$ cat config.mk
export PLATFORM = sky130hd
export DESIGN_NAME = tis_scheduler
export DESIGN_NICKNAME = d
export VERILOG_FILES = /design/src/common/tis_pkg.sv /design/src/hw/tis_scheduler.sv /design/src/hw/tis_dl_buf.sv
export SDC_FILE = /design/constraint.sdc
export NUM_CORES = 1
export LEC_CHECK = 0
export BUFFER_PORTS_ARGS = -buffer_cell sky130_fd_sc_hd__buf_2
export CORE_MARGIN = 5
export CORE_UTILIZATION = 55
export DETAILED_ROUTE_END_ITERATION = 8
export PLACE_DENSITY = 0.85
export SYNTH_ARGS = -nofsm -noshare
export SYNTH_HDL_FRONTEND = slang
export SYNTH_HIERARCHICAL = 1
export SYNTH_SLANG_ARGS = --single-unit
$ cat constraint.sdc
create_clock -name clk_in -period 10 [get_ports clk_in]
set_input_delay 2 -clock clk_in [delete_from_list [all_inputs] [get_ports clk_in]]
set_output_delay 2 -clock clk_in [all_outputs]
set_load 0.01 [all_outputs]
$ cat src/common/tis_pkg.sv
/*
 * Shared constants for the timed interrupt scheduler: timing, timer widths,
 * source indices, periodic service ratios and the control state encoding.
 * Assumes a single 100 MHz clock; all timing derives from it.
 */
package tis_pkg;
    localparam int CLK_PERIOD_NS = 10;
    localparam int TICK_MS = 10;
    localparam int TICK_CYCLES = TICK_MS * 1000000 / CLK_PERIOD_NS;

    // Timer width follows from the full count: 163.84 s at one count per tick.
    localparam int TIMER_FULL_MS = 163840;
    localparam int TIMER_W = $clog2(TIMER_FULL_MS / TICK_MS);
    localparam int DUMMY_SPACING_MS = 81930;
    localparam int DUMMY_TICKS = DUMMY_SPACING_MS / TICK_MS;
    localparam logic [TIMER_W-1:0] DUMMY_PRESET = TIMER_W'((TIMER_FULL_MS / TICK_MS) - DUMMY_TICKS);
    // Preset that overflows on the very next tick, that is after 10 ms.
    localparam logic [TIMER_W-1:0] RESTART_PRESET = 14'h3FFF;
    localparam logic [TIMER_W-1:0] TIMER_RESET = 14'h0000;
    localparam logic [2:0] TASK_SLOTS = 3'h6;

    localparam int IO_PERIOD_MS = 60;
    localparam int DL_WINDOW_MS = 120;
    localparam int DL_WINDOW_TICKS = DL_WINDOW_MS / TICK_MS;
    localparam logic [3:0] DL_MAX_PER_WINDOW = 4'h7;
    localparam logic [3:0] DL_MIN_PER_WINDOW = 4'h1;
    localparam int RELAY_MS = 120;
    localparam int OPTICS_MS = 480;
    localparam logic [2:0] RELAY_PHASE_MASK = 3'((RELAY_MS / IO_PERIOD_MS) - 1);
    localparam logic [2:0] OPTICS_PHASE_MASK = 3'((OPTICS_MS / IO_PERIOD_MS) - 1);

    localparam int NUM_SRC = 5;
    localparam int SRC_TASK = 0;
    localparam int SRC_IO = 1;
    localparam int SRC_KEY = 2;
    localparam int SRC_UPLINK = 3;
    localparam int SRC_DOWNLINK = 4;

    // Key code of the lamp-test key; value is arbitrary.
    localparam logic [4:0] LAMP_TEST_KEY = 5'h1F;
    localparam int WORD_W = 15;
    localparam int CPU_W = 16;

    typedef enum logic [2:0] {
        ST_RESTART = 3'h1,
        ST_IDLE = 3'h2,
        ST_SERVICE = 3'h4
    } tis_state_e;
endpackage : tis_pkg

$ cat src/hw/tis_scheduler.sv
/*
 * Timed interrupt scheduler: two tick-driven timers, five latched interrupt
 * sources with fixed priority, context capture, downlink pacing and the
 * periodic I/O slot pulses. Assumes the processor core is on clk_in and that
 * pin data buses are stable while their strobes are high.
 */
`timescale 1ns/1ps
`default_nettype none
module tis_scheduler #(
    parameter int TICK_CYCLES = tis_pkg::TICK_CYCLES
) (
    input wire logic clk_in,
    input wire logic reset_in,
    input wire logic cpu_boundary_in,
    input wire logic interrupt_inhibit_in,
    input wire logic resume_in,
    input wire logic [tis_pkg::CPU_W-1:0] cpu_buf_in,
    input wire logic [tis_pkg::CPU_W-1:0] cpu_pc_in,
    input wire logic task_preset_valid_in,
    input wire logic [tis_pkg::TIMER_W-1:0] task_preset_in,
    input wire logic [2:0] task_count_in,
    input wire logic io_preset_valid_in,
    input wire logic [tis_pkg::TIMER_W-1:0] io_preset_in,
    input wire logic key_press_in,
    input wire logic [4:0] key_code_in,
    input wire logic mark_press_in,
    input wire logic uplink_word_strobe_in,
    input wire logic [tis_pkg::WORD_W-1:0] uplink_word_in,
    input wire logic uplink_enable_switch_in,
    input wire logic downlink_end_in,
    input wire logic dl_word_valid_in,
    output logic dl_word_ready_out,
    input wire logic [tis_pkg::WORD_W-1:0] dl_word_in,
    input wire logic alarm_clear_in,
    output logic restart_out,
    output logic irq_take_out,
    output logic [2:0] irq_source_out,
    output logic in_service_out,
    output logic [tis_pkg::NUM_SRC-1:0] pending_out,
    output logic [tis_pkg::CPU_W-1:0] saved_buf_out,
    output logic [tis_pkg::CPU_W-1:0] saved_pc_out,
    output logic [4:0] key_code_out,
    output logic [tis_pkg::WORD_W-1:0] uplink_word_out,
    output logic [tis_pkg::WORD_W-1:0] downlink_out4_out,
    output logic telemetry_alarm_out,
    output logic downlink_block_out,
    output logic downlink_slow_out,
    output logic relay_permit_out,
    output logic inertial_drive_out,
    output logic optics_drive_out,
    output logic mode_sample_out,
    output logic failure_test_out
);
    localparam int TW = tis_pkg::TIMER_W;
    localparam int NS = tis_pkg::NUM_SRC;

    // Pin inputs: 0 key, 1 mark, 2 uplink strobe, 3 uplink enable, 4 end pulse.
    logic [4:0] sync1_q, sync2_q, sync3_q, rise;
    logic [19:0] data1_q, data2_q;
    always_ff @(posedge clk_in or posedge reset_in) begin
        if (reset_in) begin
            sync1_q <= 5'h00;
            sync2_q <= 5'h00;
            sync3_q <= 5'h00;
            data1_q <= 20'h00000;
            data2_q <= 20'h00000;
        end else begin
            sync1_q <= {downlink_end_in, uplink_enable_switch_in, uplink_word_strobe_in, mark_press_in, key_press_in};
            data1_q <= {uplink_word_in, key_code_in};
            sync2_q <= sync1_q;
            data2_q <= data1_q;
            sync3_q <= sync2_q;
        end
    end
    assign rise = sync2_q & ~sync3_q;
    logic [23:0] div_q, div_d;
    logic tick_q, tick_d;
    logic [TW-1:0] task_q, task_d, io_q, io_d;
    logic [3:0] win_q, win_d, dl_cnt_q, dl_cnt_d;
    logic [2:0] phase_q, phase_d;
    logic task_ovf, io_ovf, dl_ok;
    tis_pkg::tis_state_e st_q, st_d;
    logic [NS-1:0] pend_q, pend_d, set_vec, clr_vec;
    logic [2:0] src_q, src_d;
    logic take_q, take_d, restart_q, restart_d;
    logic [tis_pkg::CPU_W-1:0] sbuf_q, sbuf_d, spc_q, spc_d;
    logic [4:0] key_q, key_d;
    logic [tis_pkg::WORD_W-1:0] up_q, up_d, out4_q, out4_d;
    logic alarm_q, alarm_d, slow_q, slow_d;
    logic [4:0] io_pulse_q, io_pulse_d;
    logic buf_valid, buf_pop;
    logic [tis_pkg::WORD_W-1:0] buf_data;
    logic [2:0] pick;

    always_comb begin
        tick_d = (div_q == 24'(TICK_CYCLES - 1));
        div_d = tick_d ? 24'h000000 : div_q + 24'h000001;
        task_ovf = tick_q && (task_q == {TW{1'b1}});
        io_ovf = tick_q && (io_q == {TW{1'b1}});
        task_d = tick_q ? task_q + 14'h0001 : task_q;
        io_d = tick_q ? io_q + 14'h0001 : io_q;
        // With task_count_in at zero the next overflow is a dummy, so the queue never runs dry.
        if (task_ovf && (task_count_in < tis_pkg::TASK_SLOTS) && (task_count_in == 3'h0)) begin
            task_d = tis_pkg::DUMMY_PRESET;
        end
        if (task_preset_valid_in) begin
            task_d = task_preset_in;
        end
        if (io_preset_valid_in) begin
            io_d = io_preset_in;
        end
        if (st_q == tis_pkg::ST_RESTART) begin
            task_d = tis_pkg::RESTART_PRESET;
            io_d = tis_pkg::RESTART_PRESET;
        end
        // Downlink rate window of 120 ms counted in ticks.
        win_d = win_q;
        dl_cnt_d = dl_cnt_q;
        slow_d = slow_q;
        if (tick_q) begin
            win_d = (win_q == 4'(tis_pkg::DL_WINDOW_TICKS - 1)) ? 4'h0 : win_q + 4'h1;
        end
        dl_ok = (dl_cnt_q < tis_pkg::DL_MAX_PER_WINDOW) && !alarm_q;
        if (rise[4] && (dl_cnt_q != 4'hF)) begin
            dl_cnt_d = dl_cnt_q + 4'h1;
        end
        if (tick_q && (win_q == 4'(tis_pkg::DL_WINDOW_TICKS - 1))) begin
            slow_d = (dl_cnt_d < tis_pkg::DL_MIN_PER_WINDOW);
            dl_cnt_d = 4'h0;
        end
        alarm_d = (alarm_q && !alarm_clear_in) || (rise[4] && !dl_ok);
        buf_pop = rise[4] && dl_ok;
        out4_d = (buf_pop && buf_valid) ? buf_data : out4_q;
        // Periodic service slots, one phase per 60 ms overflow.
        phase_d = io_ovf ? phase_q + 3'h1 : phase_q;
        io_pulse_d = 5'h00;
        if (io_ovf) begin
            io_pulse_d[0] = ((phase_q & tis_pkg::RELAY_PHASE_MASK) == 3'h0);
            io_pulse_d[1] = 1'b1;
            io_pulse_d[2] = ((phase_q & tis_pkg::OPTICS_PHASE_MASK) == 3'h0);
            io_pulse_d[3] = ((phase_q & tis_pkg::RELAY_PHASE_MASK) == 3'h0);
            io_pulse_d[4] = ((phase_q & tis_pkg::OPTICS_PHASE_MASK) == 3'h0);
        end
    end

    always_ff @(posedge clk_in or posedge reset_in) begin
        if (reset_in) begin
            div_q <= 24'h000000;
            tick_q <= 1'b0;
            task_q <= tis_pkg::TIMER_RESET;
            io_q <= tis_pkg::TIMER_RESET;
            win_q <= 4'h0;
            dl_cnt_q <= 4'h0;
            slow_q <= 1'b0;
            alarm_q <= 1'b0;
            out4_q <= 15'h0000;
            phase_q <= 3'h0;
            io_pulse_q <= 5'h00;
        end else begin
            div_q <= div_d;
            tick_q <= tick_d;
            task_q <= task_d;
            io_q <= io_d;
            win_q <= win_d;
            dl_cnt_q <= dl_cnt_d;
            slow_q <= slow_d;
            alarm_q <= alarm_d;
            out4_q <= out4_d;
            phase_q <= phase_d;
            io_pulse_q <= io_pulse_d;
        end
    end
    tis_dl_buf #(
        .WIDTH(tis_pkg::WORD_W)
    ) tis_dl_buf_inst (
        .clk_in(clk_in),
        .reset_in(reset_in),
        .in_valid_in(dl_word_valid_in),
        .in_ready_out(dl_word_ready_out),
        .in_data_in(dl_word_in),
        .out_valid_out(buf_valid),
        .out_ready_in(buf_pop),
        .out_data_out(buf_data)
    );
    always_comb begin
        set_vec = '0;
        set_vec[tis_pkg::SRC_TASK] = task_ovf;
        set_vec[tis_pkg::SRC_IO] = io_ovf;
        set_vec[tis_pkg::SRC_KEY] = (rise[0] && (data2_q[4:0] != tis_pkg::LAMP_TEST_KEY)) || rise[1];
        set_vec[tis_pkg::SRC_UPLINK] = rise[2] && sync2_q[3];
        set_vec[tis_pkg::SRC_DOWNLINK] = rise[4] && dl_ok;
        key_d = (rise[0] && (data2_q[4:0] != tis_pkg::LAMP_TEST_KEY)) ? data2_q[4:0] : key_q;
        up_d = set_vec[tis_pkg::SRC_UPLINK] ? data2_q[19:5] : up_q;
        // Lowest index wins; the task timer is the most urgent source.
        pick = 3'h0;
        for (int i = NS - 1; i >= 0; i--) begin
            if (pend_q[i]) begin
                pick = 3'(i);
            end
        end
        st_d = st_q;
        src_d = src_q;
        take_d = 1'b0;
        restart_d = 1'b0;
        clr_vec = '0;
        sbuf_d = sbuf_q;
        spc_d = spc_q;
        case (st_q)
            tis_pkg::ST_RESTART: begin
                restart_d = 1'b1;
                st_d = tis_pkg::ST_IDLE;
            end
            tis_pkg::ST_IDLE: begin
                if ((|pend_q) && cpu_boundary_in && !interrupt_inhibit_in) begin
                    take_d = 1'b1;
                    src_d = pick;
                    clr_vec[pick] = 1'b1;
                    sbuf_d = cpu_buf_in;
                    spc_d = cpu_pc_in;
                    st_d = tis_pkg::ST_SERVICE;
                end
            end
            tis_pkg::ST_SERVICE: begin
                if (resume_in) begin
                    st_d = tis_pkg::ST_IDLE;
                end
            end
            default: begin
                st_d = tis_pkg::ST_RESTART;
            end
        endcase
        // A new request in the cycle of its own acceptance stays pending.
        pend_d = (pend_q & ~clr_vec) | set_vec;
    end
    always_ff @(posedge clk_in or posedge reset_in) begin
        if (reset_in) begin
            st_q <= tis_pkg::ST_RESTART;
            pend_q <= '0;
            src_q <= 3'h0;
            take_q <= 1'b0;
            restart_q <= 1'b0;
            sbuf_q <= 16'h0000;
            spc_q <= 16'h0000;
            key_q <= 5'h00;
            up_q <= 15'h0000;
        end else begin
            st_q <= st_d;
            pend_q <= pend_d;
            src_q <= src_d;
            take_q <= take_d;
            restart_q <= restart_d;
            sbuf_q <= sbuf_d;
            spc_q <= spc_d;
            key_q <= key_d;
            up_q <= up_d;
        end
    end
    assign restart_out = restart_q;
    assign irq_take_out = take_q;
    assign irq_source_out = src_q;
    assign in_service_out = st_q[2];
    assign pending_out = pend_q;
    assign saved_buf_out = sbuf_q;
    assign saved_pc_out = spc_q;
    assign key_code_out = key_q;
    assign uplink_word_out = up_q;
    assign downlink_out4_out = out4_q;
    assign telemetry_alarm_out = alarm_q;
    assign downlink_block_out = alarm_q;
    assign downlink_slow_out = slow_q;
    assign relay_permit_out = io_pulse_q[0];
    assign inertial_drive_out = io_pulse_q[1];
    assign optics_drive_out = io_pulse_q[2];
    assign mode_sample_out = io_pulse_q[3];
    assign failure_test_out = io_pulse_q[4];
endmodule : tis_scheduler
`default_nettype wire

$ cat src/hw/tis_dl_buf.sv
/*
 * Two-entry buffer with valid and ready on both sides.
 * Assumes both sides run on clk_in; in_ready_out and out_valid_out come from flops.
 */
`timescale 1ns/1ps
`default_nettype none
module tis_dl_buf #(
    parameter int WIDTH = 15
) (
    input wire logic clk_in,
    input wire logic reset_in,
    input wire logic in_valid_in,
    output logic in_ready_out,
    input wire logic [WIDTH-1:0] in_data_in,
    output logic out_valid_out,
    input wire logic out_ready_in,
    output logic [WIDTH-1:0] out_data_out
);
    logic [WIDTH-1:0] mem_q [2];
    logic [WIDTH-1:0] mem_d [2];
    logic [1:0] count_q;
    logic [1:0] count_d;
    logic rd_q;
    logic rd_d;
    logic wr_q;
    logic wr_d;
    logic push;
    logic pop;
    logic ready_q;
    logic ready_d;
    logic valid_q;
    logic valid_d;

    always_comb begin
        push = in_valid_in && (count_q != 2'h2);
        pop = out_ready_in && (count_q != 2'h0);
        mem_d = mem_q;
        if (push) begin
            mem_d[wr_q] = in_data_in;
        end
        wr_d = push ? ~wr_q : wr_q;
        rd_d = pop ? ~rd_q : rd_q;
        count_d = count_q + {1'b0, push} - {1'b0, pop};
        ready_d = (count_d != 2'h2);
        valid_d = (count_d != 2'h0);
    end

    always_ff @(posedge clk_in or posedge reset_in) begin
        if (reset_in) begin
            mem_q[0] <= '0;
            mem_q[1] <= '0;
            count_q <= 2'h0;
            rd_q <= 1'b0;
            wr_q <= 1'b0;
            ready_q <= 1'b1;
            valid_q <= 1'b0;
        end else begin
            mem_q <= mem_d;
            count_q <= count_d;
            rd_q <= rd_d;
            wr_q <= wr_d;
            ready_q <= ready_d;
            valid_q <= valid_d;
        end
    end

    assign in_ready_out = ready_q;
    assign out_valid_out = valid_q;
    assign out_data_out = mem_q[rd_q];
endmodule : tis_dl_buf
`default_nettype wire

# Word level (Yosys, flattened, before mapping)
# Cells that the tools add are included.
# totals
ff_bits,242
latch_bits,0
ramBits,0
romBits,0
wordCells,138
n_memories,0
# op_classes
n_addsub,8
multipliers,0
div,0
magnitude_cmp,8
n_eq_ne,13
n_shift,0
n_mux,33
bitwise_logic,9
reduce_logical,35
# ops
op,count
14-bit two-way mux,7
15-bit two-way mux,4
30-bit bitwise mux,1
14-bit by 1-bit adder with 14-bit output (second input constant),2
14-bit equality test (second input constant),2
24-bit by 1-bit adder with 24-bit output (second input constant),1
24-bit by 20-bit equality test with 1-bit output (second input constant),1
24-bit two-way mux,1
3-bit two-way mux,7
1-bit logical AND,19
15-bit demux with 1-bit select,1
5-bit two-way mux,3
4-bit two-way mux,3
5-bit bitwise AND,2
5-bit inverter,2
3-bit zero test,3
3-bit one-hot mux with 3 select lines,1
4-bit by 1-bit adder with 4-bit output (second input constant),2
2-bit != test (second input constant),4
5-bit != test (second input constant),1
5-bit OR,1
5-bit OR reduction,1
4-bit equality test (second input constant),1
2-bit >= comparator (second input constant),2
23 further kinds,34

# Logic depth before layout (Yosys ltp)
# Gate-level depths: netlist of run 1.
# depth
ltp_word,14
depth_mapped,10

# By module
# Netlist of run 1, hierarchy kept.
# by_module_without_submodules
module,n_inst,cells_per_inst,area_each_um2
tis_scheduler,1,658,8230.4
tis_dl_buf,1,102,1617.8

# Worst setup path before layout of run 1
# No wires, ideal clock.
# synth_timing
kind,input-to-reg
startpoint,in dl_word_valid_in
endpoint,reg tis_dl_buf_inst.ready_q (netlist: tis_dl_buf_inst/in_ready_out)
t_arrival_ps,3081
path_slack_ps,6835
path_stages,7
path_cell_list,nand2_1 > ha_1 > inv_1 > ha_1 > xor2_1 > xnor2_1 > or2_2
# synth_via
elab_chain_len,4
# synth_rtl
item,line_no,source
"start, declared",tis_scheduler.sv:31,"input wire logic dl_word_valid_in,"
1-bit logical AND,tis_dl_buf.sv:35,push = in_valid_in && (count_q != 2'h2);
2-bit by 1-bit adder with 2-bit output,tis_dl_buf.sv:43,"count_d = count_q + {1'b0, push} - {1'b0, pop};"
2-bit by 1-bit subtractor with 2-bit output,tis_dl_buf.sv:43,
2-bit != test,tis_dl_buf.sv:44,ready_d = (count_d != 2'h2);
net tis_dl_buf_inst.ready_d,tis_dl_buf.sv:30,logic ready_d;
"end signal, assigned",tis_dl_buf.sv:62,ready_q <= ready_d;
"end, declared",tis_dl_buf.sv:29,logic ready_q;
# The timed path passes the listed nets, and every way through them passes these cells.
# A chain may end at the register's enable or synchronous reset.

==> flow_metrics.env, run 1 <==
export IMPL_ys_ff_latch=239
export IMPL_io_pins=199
export IMPL_std_cell_rows=49
export IMPL_drive_above_1_share_pct=37.8
export IMPL_final_nets=1078
export IMPL_grt_overflow_total=0
export IMPL_clk_pin_slew_worst_paths_ps=60
export IMPL_cap_violations=0
export IMPL_netlist_area_um2=9850
export IMPL_globalRouteTotalUtil_pct=19.6
export IMPL_synth_seq_area_share_pct=60.8
export IMPL_worstSetupPathType="in -> async"
export IMPL_placed_area_um2=11000
export IMPL_post_cts_buffers=0
export IMPL_dp_hpwl_mm=14.4
export IMPL_irDropWorstVdd_mv=0.186
export IMPL_syn_nets=881
export IMPL_cp_start_kind="input pin"
export IMPL_wl_mm=20.6
export IMPL_finClkSkew_ps=9.89
export IMPL_fill_cells=1299
export IMPL_drt_iter0_markers=294
export IMPL_drv_slew=0
export IMPL_synth_top_area_share_pct=60.2
export IMPL_clk_path_buf_depth=3
export IMPL_setup_viol_count_final=0
export IMPL_synth_area_leaders="dfrtp_1 (60%), mux2_2 (12%), xnor2_1 (2.0%)"
export IMPL_clk_latency_ps=500
export IMPL_synth_avg_cell_area_um2=13.0
export IMPL_tns_ps=0
export IMPL_synth_edf_count=0
export IMPL_cts_resized=0
export IMPL_finalCritPeriodShare_pct=32.4
export IMPL_yosys_warnings=6
export IMPL_drc_errors=0
export IMPL_die_h_um=144
export IMPL_maxSlewHeadroom_pct=30.0
export IMPL_fmax_mhz=308
export IMPL_r2r_start="dl_cnt_q[0]"
export IMPL_yosys_area_top_type="dfrtp_1"
export IMPL_cp_max_fo=117
export IMPL_dp_slack_ps=6130
export IMPL_core_area_um2=17800
export IMPL_syn_inst=760
export IMPL_cts_htree_levels=1
export IMPL_slowest_stage="buf_4"
export IMPL_final_hold_viol_count=0
export IMPL_grt_max_degree=118
export IMPL_cp_arrival_ps=3700
export IMPL_antennaDiodeCount=0
export IMPL_synth_ff_type="dfrtp_1"
export IMPL_gp_congestion=0.836
export IMPL_initial_core_util_pct=55.4
export IMPL_vias=6588
export IMPL_die_w_um=144
export IMPL_outcome="completed"
export IMPL_grt_antenna_before_repair=0
export IMPL_ant_nets=0
export IMPL_p_per_area_nw_per_um2=269
export IMPL_cp_slowest_stage_delay_ps=940
export IMPL_clockRootBuffer="clkbuf_16"
export IMPL_worstHoldStart="data1_q[9]"
export IMPL_grt_pass1_vias=6686
export IMPL_yosys_top_cells_count="dfrtp_1 (237), mux2_2 (101), nand2_1 (49)"
export IMPL_clock_sinks=239
export IMPL_worstPathRequired_ps=10460
export IMPL_worst_slack_ps=6760
export IMPL_firstDrtPassIters=4
export IMPL_ctsHoldBuffers=0
export IMPL_crit_chain="buf_2 > inv_8 > buf_4"
export IMPL_numCtsBuffers=24
export IMPL_critPathCaptureType="async pin"
export IMPL_io_buffer_count=198
export IMPL_rrSetupSlack_ps=7380
export IMPL_die_area_um2=20700
export IMPL_routedWlPerCell_um=17.1
export IMPL_cts_tree="built"
export IMPL_stdcell_area_um2=11800
export IMPL_viasPerCell=5.48
export IMPL_p_leak_nw=5.54
export IMPL_grt_pass1_wl_mm=32.8
export IMPL_area_delta_synth_final_pct=19.8
export IMPL_rsz0062_at_grt="no"
export IMPL_max_slew_worst_pin_slew_ps=1050
export IMPL_post_route_min_period_ps=3240
export IMPL_synth_most_common_cell="dfrtp_1"
export IMPL_crit_start="reset_in"
export IMPL_hold_class="reg -> reg"
export IMPL_async_reset_ff_share_pct=100
export IMPL_ys_types=72
[worst max-delay path, delay by kind of cell]
family / cells / cell delay, ps
buf+inv: 3 / 1640
[layout by cell type, fill, tap and decap left out, types with 11 or more instances in the layout]
cell type | synthesis | routed
a21oi_1 | 19 | 19
buf_2 | 7 | 198
clkbuf_16 | 0 | 25
dfrtp_1 | 237 | 237
inv_1 | 22 | 21
mux2_2 | 101 | 101
nand2_1 | 49 | 49
nand3_1 | 27 | 27
nand4_1 | 15 | 15
nor2_1 | 32 | 32
nor3_1 | 11 | 11
o21ai_0 | 20 | 20
xnor2_1 | 23 | 23
xor2_1 | 16 | 16
[routing by layer]
metal	up-vias	wire [um]	track usage [%]
met5	-	0	0
met4	0	434	5.65
met3	32	1180	3.33
met2	181	10700	34.9
met1	3266	8290	24.6
li1	3109	-	-
[flip-flops by register name (all words and copies together), names as in the netlist, 14 cells and up]
register / flops
tis_dl_buf_inst/mem_q: 30
data1_q: 20
uplink_word_out: 15
io_q: 14
div_q: 24
saved_pc_out: 16
downlink_out4_out: 15
data2_q: 20
task_q: 14
saved_buf_out: 16
[power by group]
part | switching [W] | internal, W
Sequential | 0.000194 | 0.00123
Combinational | 0.000397 | 0.000431
Clock | 0.000348 | 0.000565
Total | 0.000939 | 0.00223
[kinds of logic (layout without fill, tap and decap cells)]
kind of cell             count (synthesis)  after routing  synth area share (%)
multiplexers                           120            120                  14.0
AO/OA/AOI/OAI                           94             94                  6.56
adder cells (fa/ha/maj)                  9              9                  1.14
XOR/XNOR                                39             39                  3.47
buffers and inverters                   54            267                  2.77
flip-flops                             239            239                  60.8
AND/OR/NAND/NOR                        205            205                  11.3
[path summary, 6_finish.rpt]
| kind | end | depth (start not counted) |
|---|---|---|
| setup / recovery | data2_q[2] | 3 |
| hold / removal | data2_q[9] | 0 |
| setup reg to reg | tis_dl_buf_inst/in_ready_out | 10 |
| hold reg to reg | data2_q[9] | 0 |
| max in group clk_in | pending_out[0] | 1 |
| min in group asynchronous | tis_dl_buf_inst/mem_q[1] | 3 |
[per-stage QoR]
stage	total power (W)	utilization (%)	cells	hold slack, ps
after floorplan	0.00199	-	760	331
after global placement	0.00222	61.7	1160	331
after detailed placement	0.00227	61.7	1160	335
after CTS	0.00320	66.3	1202	343
after global routing	0.00335	66.3	1202	348
final	0.00317	66.3	1202	343
[layout make-up]
class | count | area [um^2] | share of cell area, %
Sequential cell | 239 | 5980 | 50.7
Multi-Input combinational cell | 467 | 3590 | 30.5
Timing Repair Buffer | 202 | 1020 | 8.66
Clock buffer | 35 | 703 | 5.96
Tap cell | 229 | 287 | 2.43
Clock inverter | 7 | 116 | 0.986
Inverter | 23 | 93.8 | 0.796
Note: power is estimated with default switching activity, not from simulation.
==> run 2: changes to the inputs <==
Settings changed: CORE_UTILIZATION 55 to 50, PLACE_DENSITY 0.85 to 0.82.
Clock period 10 ns to 2.7 ns, I/O delays scaled along.
==> flow_metrics.env, run 2 (same netlist as run 1, synthesis figures left out) <==
export IMPL_outcome="completed"
export IMPL_grt_pass1_vias=6790
export IMPL_cap_violations=0
export IMPL_largest_reg_flops=30
export IMPL_rsz0062_at_grt="no"
export IMPL_drc_errors=0
export IMPL_ant_nets=0
export IMPL_antennaDiodeCount=0
export IMPL_clk_latency_ps=510
export IMPL_setup_viol_count_final=0
export IMPL_p_per_area_nw_per_um2=963
export IMPL_drv_slew=0
export IMPL_clock_sinks=239
export IMPL_cp_slowest_stage_delay_ps=440
export IMPL_max_slew_worst_pin_slew_ps=793
export IMPL_hold_class="in -> async"
export IMPL_gp_congestion=0.835
export IMPL_cts_htree_levels=1
export IMPL_numCtsBuffers=24
export IMPL_clk_pin_slew_worst_paths_ps=60
export IMPL_io_pins=199
export IMPL_viasPerCell=5.26
export IMPL_ctsHoldBuffers=0
export IMPL_final_common_cell="dfrtp_1"
export IMPL_globalRouteTotalUtil_pct=18.2
export IMPL_core_area_um2=19400
export IMPL_final_nets=1087
export IMPL_crit_chain="ha_1 > a211oi_1 > and2_1 > o21a_1 > ha_1 > inv_1 > ha_1 > xor2_1 > xnor2_1 > or2_2"
export IMPL_p_leak_nw=5.56
export IMPL_fmax_mhz=412
export IMPL_worstSetupPathType="reg -> reg"
export IMPL_vias=6569
export IMPL_worstPathRequired_ps=3130
export IMPL_rr_endpoint="tis_dl_buf_inst/in_ready_out"
export IMPL_drt_iter0_markers=317
export IMPL_post_route_min_period_ps=2430
export IMPL_post_cts_buffers=0
export IMPL_cts_resized=0
export IMPL_dp_hpwl_mm=14.6
export IMPL_fill_cells=1569
export IMPL_critPathCaptureType="flip-flop"
export IMPL_final_cells=1248
export IMPL_die_h_um=150
export IMPL_rrSetupSlack_ps=270
export IMPL_stdcell_area_um2=11900
export IMPL_clockRootBuffer="clkbuf_16"
export IMPL_dp_cells=1205
export IMPL_top_regs="tis_dl_buf_inst/mem_q (30), div_q (24)"
export IMPL_cp_arrival_ps=2860
export IMPL_placed_area_um2=11100
export IMPL_grt_max_degree=77
export IMPL_firstDrtPassIters=5
export IMPL_drive_above_1_share_pct=38.3
export IMPL_final_hold_viol_count=0
export IMPL_clk_path_buf_depth=3
export IMPL_cts_tree="built"
export IMPL_finalCritPeriodShare_pct=89.8
export IMPL_die_area_um2=22600
export IMPL_finClkSkew_ps=11.1
export IMPL_ff2ff_path_depth=10
export IMPL_grt_pass1_wl_mm=33.7
export IMPL_io_buffer_count=198
export IMPL_cp_start_kind="flip-flop"
export IMPL_initial_core_util_pct=50.8
export IMPL_wl_mm=20.9
export IMPL_slowest_stage="dfrtp_1"
export IMPL_maxSlewHeadroom_pct=47.1
export IMPL_r2r_start="dl_cnt_q[0]"
export IMPL_irDropWorstVdd_mv=0.566
export IMPL_grt_overflow_total=0
export IMPL_area_delta_synth_final_pct=20.4
export IMPL_routedWlPerCell_um=16.7
export IMPL_cp_common_cell="ha_1"
export IMPL_die_w_um=150
export IMPL_grt_antenna_before_repair=0
export IMPL_cp_max_fo=6
export IMPL_mostFrequentLayoutCells="dfrtp_1 (237), buf_2 (198), mux2_2 (101), nand2_1 (49), nor2_1 (32)"
export IMPL_top_register="tis_dl_buf_inst/mem_q"
export IMPL_std_cell_rows=51
run 2: cell types whose count changed in the layout (fill, tap and decap cells not counted):
cell        previous run  this run
clkbuf_16             25        24
clkinv_8               0         1
bufinv_16              3         0
clkbuf_1               6         8
buf_12                 0         3
buf_4                  4        10
clkinvlp_4             0         1
inv_8                  2         0
clkinv_4               0         1
clkinv_2               3         5
run 2: routing by layer:
layer	part of all wire [%]	track usage [%]	vias to the layer above
met5	0	0	-
li1	-	-	3124
met1	41	23.7	3227
met3	7.4	4.09	36
met2	49	30.9	182
met4	2.6	4.99	0
run 2: how the worst max path moves through the flow:
stage,start,slack (ps),cells after the start,end
2_1_floorplan,reset_in,-470,1,data1_q[0]
3_3_place_gp,dl_cnt_q[0],370,10,tis_dl_buf_inst/in_ready_out
3_5_place_dp,dl_cnt_q[0],260,10,tis_dl_buf_inst/in_ready_out
4_1_cts,dl_cnt_q[0],270,10,tis_dl_buf_inst/in_ready_out
5_1_grt,dl_cnt_q[0],130,10,tis_dl_buf_inst/in_ready_out
6_report,dl_cnt_q[0],270,10,tis_dl_buf_inst/in_ready_out
run 2: area by class of cell:
type	instances	area, um^2	share of cell area [%]
multi-input cells	467	3590	30.3
clock inverters	7	50.0	0.422
repair buffers	211	1130	9.50
inverters	23	90.1	0.760
flip-flops and latches	239	5980	50.5
clock buffers	36	686	5.78
well taps	265	332	2.80
run 2: where the power goes:
group / switching [W] / internal (W)
clock network: 0.00131 / 0.00176
registers: 0.000719 / 0.00457
logic: 0.00144 / 0.00162
total: 0.00347 / 0.00795
run 2: through the flow:
| stage | TNS, ps | util, % | setup slack [ps] | hold slack (ps) | total power (W) |
|---|---|---|---|---|---|
| 3_3_place_gp | 0 | 57.3 | 368 | 332 | 0.00827 |
| 3_5_place_dp | 0 | 57.3 | 263 | 335 | 0.00844 |
| 2_1_floorplan | -94830 | - | -469 | 331 | 0.00738 |
| 4_1_cts | 0 | 61.1 | 272 | 59.2 | 0.0116 |
| 5_1_grt | 0 | 61.1 | 127 | 90.7 | 0.0121 |
| 6_report | 0 | 61.1 | 274 | 74.1 | 0.0114 |
run 2: worst max-delay path: cells and delay by family, from the launching register on:
| kind | cells | cell delay, ps |
|---|---|---|
| adders and majority gates | 3 | 620 |
| and+or+nand+nor | 2 | 500 |
| AOI/OAI and AO/OA | 2 | 460 |
| DFF | 1 | 440 |
| xor gates and xnor gates | 2 | 290 |
| buffers and inverters | 1 | 60 |
==> run 3: changes to the inputs <==
Settings changed: RECOVER_POWER set to 100.
==> flow_metrics.env, run 3 (same netlist as run 1, synthesis figures left out) <==
export IMPL_hold_class="in -> reg"
export IMPL_final_common_cell="dfrtp_1"
export IMPL_p_leak_nw=5.22
export IMPL_die_w_um=150
export IMPL_irDropWorstVdd_mv=0.564
export IMPL_grt_busiest_layer="met2"
export IMPL_clk_path_buf_depth=3
export IMPL_io_pins=199
export IMPL_gp_congestion=0.835
export IMPL_wl_mm=21.0
export IMPL_cap_violations=1
export IMPL_drt_iter0_markers=340
export IMPL_drive_above_1_share_pct=27.0
export IMPL_cp_start_kind="flip-flop"
export IMPL_finClkSkew_ps=11.6
export IMPL_fmax_mhz=407
export IMPL_post_route_min_period_ps=2460
export IMPL_clock_sinks=239
export IMPL_area_delta_synth_final_pct=17.9
export IMPL_cts_resized=0
export IMPL_worstPathRequired_ps=3130
export IMPL_slowest_stage="dfrtp_1"
export IMPL_crit_start="dl_cnt_q[0]"
export IMPL_numCtsBuffers=24
export IMPL_globalRouteTotalUtil_pct=18.2
export IMPL_clk_pin_slew_worst_paths_ps=60
export IMPL_holdPathStages=1
export IMPL_worstSetupPathType="reg -> reg"
export IMPL_outcome="finished with violations"
export IMPL_cp_slowest_stage_delay_ps=440
export IMPL_ctsHoldBuffers=0
export IMPL_vias=6598
export IMPL_fill_cells=1642
export IMPL_top_regs="tis_dl_buf_inst/mem_q (30), div_q (24)"
export IMPL_final_nets=1087
export IMPL_core_area_um2=19400
export IMPL_fin_util_pct=59.8
export IMPL_tns_ps=0
export IMPL_setup_viol_count_final=0
export IMPL_cp_arrival_ps=2890
export IMPL_ant_nets=0
export IMPL_ff2ff_path_depth=10
export IMPL_finalCritPeriodShare_pct=91.0
export IMPL_clockRootBuffer="clkbuf_16"
export IMPL_cp_common_cell="ha_1"
export IMPL_mostFrequentLayoutCells="dfrtp_1 (237), buf_2 (110), mux2_2 (98), clkbuf_1 (98), nand2_1 (49)"
export IMPL_grt_overflow_total=0
export IMPL_grt_pass1_vias=6790
export IMPL_routedWlPerCell_um=16.8
export IMPL_die_h_um=150
export IMPL_grt_pass1_wl_mm=33.7
export IMPL_grt_util_met2_pct=30.9
export IMPL_top_register="tis_dl_buf_inst/mem_q"
export IMPL_multi_input_area_um2=3510
export IMPL_initial_core_util_pct=50.8
export IMPL_die_area_um2=22600
export IMPL_seqCellArea_um2=5980
export IMPL_firstDrtPassIters=5
export IMPL_critPathCaptureType="flip-flop"
export IMPL_viasPerCell=5.29
export IMPL_grtUsageMet1_pct=23.7
export IMPL_grt_antenna_before_repair=0
export IMPL_largest_reg_flops=30
export IMPL_cts_tree="built"
export IMPL_violations="max-capacitance violations, max-slew violations"
export IMPL_grt_max_degree=77
export IMPL_crit_chain="ha_1 > a211oi_1 > and2_0 > o21a_1 > ha_1 > inv_1 > ha_1 > xor2_1 > xnor2_1 > or2_2"
export IMPL_grt_use_met3_pct=4.09
export IMPL_post_cts_buffers=0
export IMPL_r2r_start="dl_cnt_q[0]"
export IMPL_final_hold_viol_count=0
export IMPL_rsz0062_at_grt="no"
export IMPL_p_per_area_nw_per_um2=964
export IMPL_std_cell_rows=51
export IMPL_max_slew_worst_pin_slew_ps=1900
export IMPL_drc_errors=0
export IMPL_antennaDiodeCount=0
export IMPL_cts_htree_levels=1
export IMPL_maxSlewHeadroom_pct=-26.4
export IMPL_dp_hpwl_mm=14.6
export IMPL_worstHoldStart="uplink_word_in[9]"
export IMPL_io_buffer_count=198
export IMPL_drv_slew=37
export IMPL_cp_max_fo=6
export IMPL_clk_latency_ps=510
==> run 3: worst max-delay path, delay by kind of cell, from the launching register on <==
| family | cells | cell delay, ps |
|---|---|---|
| compound gates | 2 | 470 |
| flops | 1 | 440 |
| buf+inv | 1 | 60 |
| fa+ha+maj | 3 | 620 |
| simple gates | 2 | 520 |
| xor+xnor | 2 | 290 |
==> run 3: final timing paths <==
path                            slack, ps                           end
worst min register to register        350                    data2_q[5]
worst min-delay path                  130                   data1_q[14]
max in group asynchronous             790           uplink_word_out[10]
worst max-delay path                  240  tis_dl_buf_inst/in_ready_out
worst max register to register        240  tis_dl_buf_inst/in_ready_out
min in group asynchronous             140             saved_buf_out[13]
==> run 3: area by class of cell <==
class / count / area share (%)
clock buffers: 36 / 5.91
flip-flops and latches: 239 / 51.5
well taps: 265 / 2.86
inverters: 23 / 0.755
multi-input cells: 467 / 30.2
clock inverters: 7 / 0.431
repair buffers: 211 / 8.26
==> run 3: report_power, final <==
part | switching (W) | internal (W)
Combinational | 0.00142 | 0.00140
Sequential | 0.000727 | 0.00457
Clock | 0.00131 | 0.00176
Total | 0.00346 | 0.00773
==> run 3: metal layers <==
layer	routed length (um)	vias to the layer above
li1	-	3122
met4	544	0
met5	0	-
met1	8740	3257
met3	1510	36
met2	10200	183
==> run 3: metrics by stage <==
stage / setup WS [ps] / hold slack, ps / instance area (um^2) / cells / total power (W)
global route: 85.3 / 110 / 11600 / 1248 / 0.0119
CTS: 272 / 59.2 / 11900 / 1248 / 0.0116
finish: 242 / 134 / 11600 / 1248 / 0.0112
global placement: 368 / 332 / 11100 / 1205 / 0.00827
floorplan: -469 / 331 / 9850 / 760 / 0.00738
detailed placement: 263 / 335 / 11100 / 1205 / 0.00844
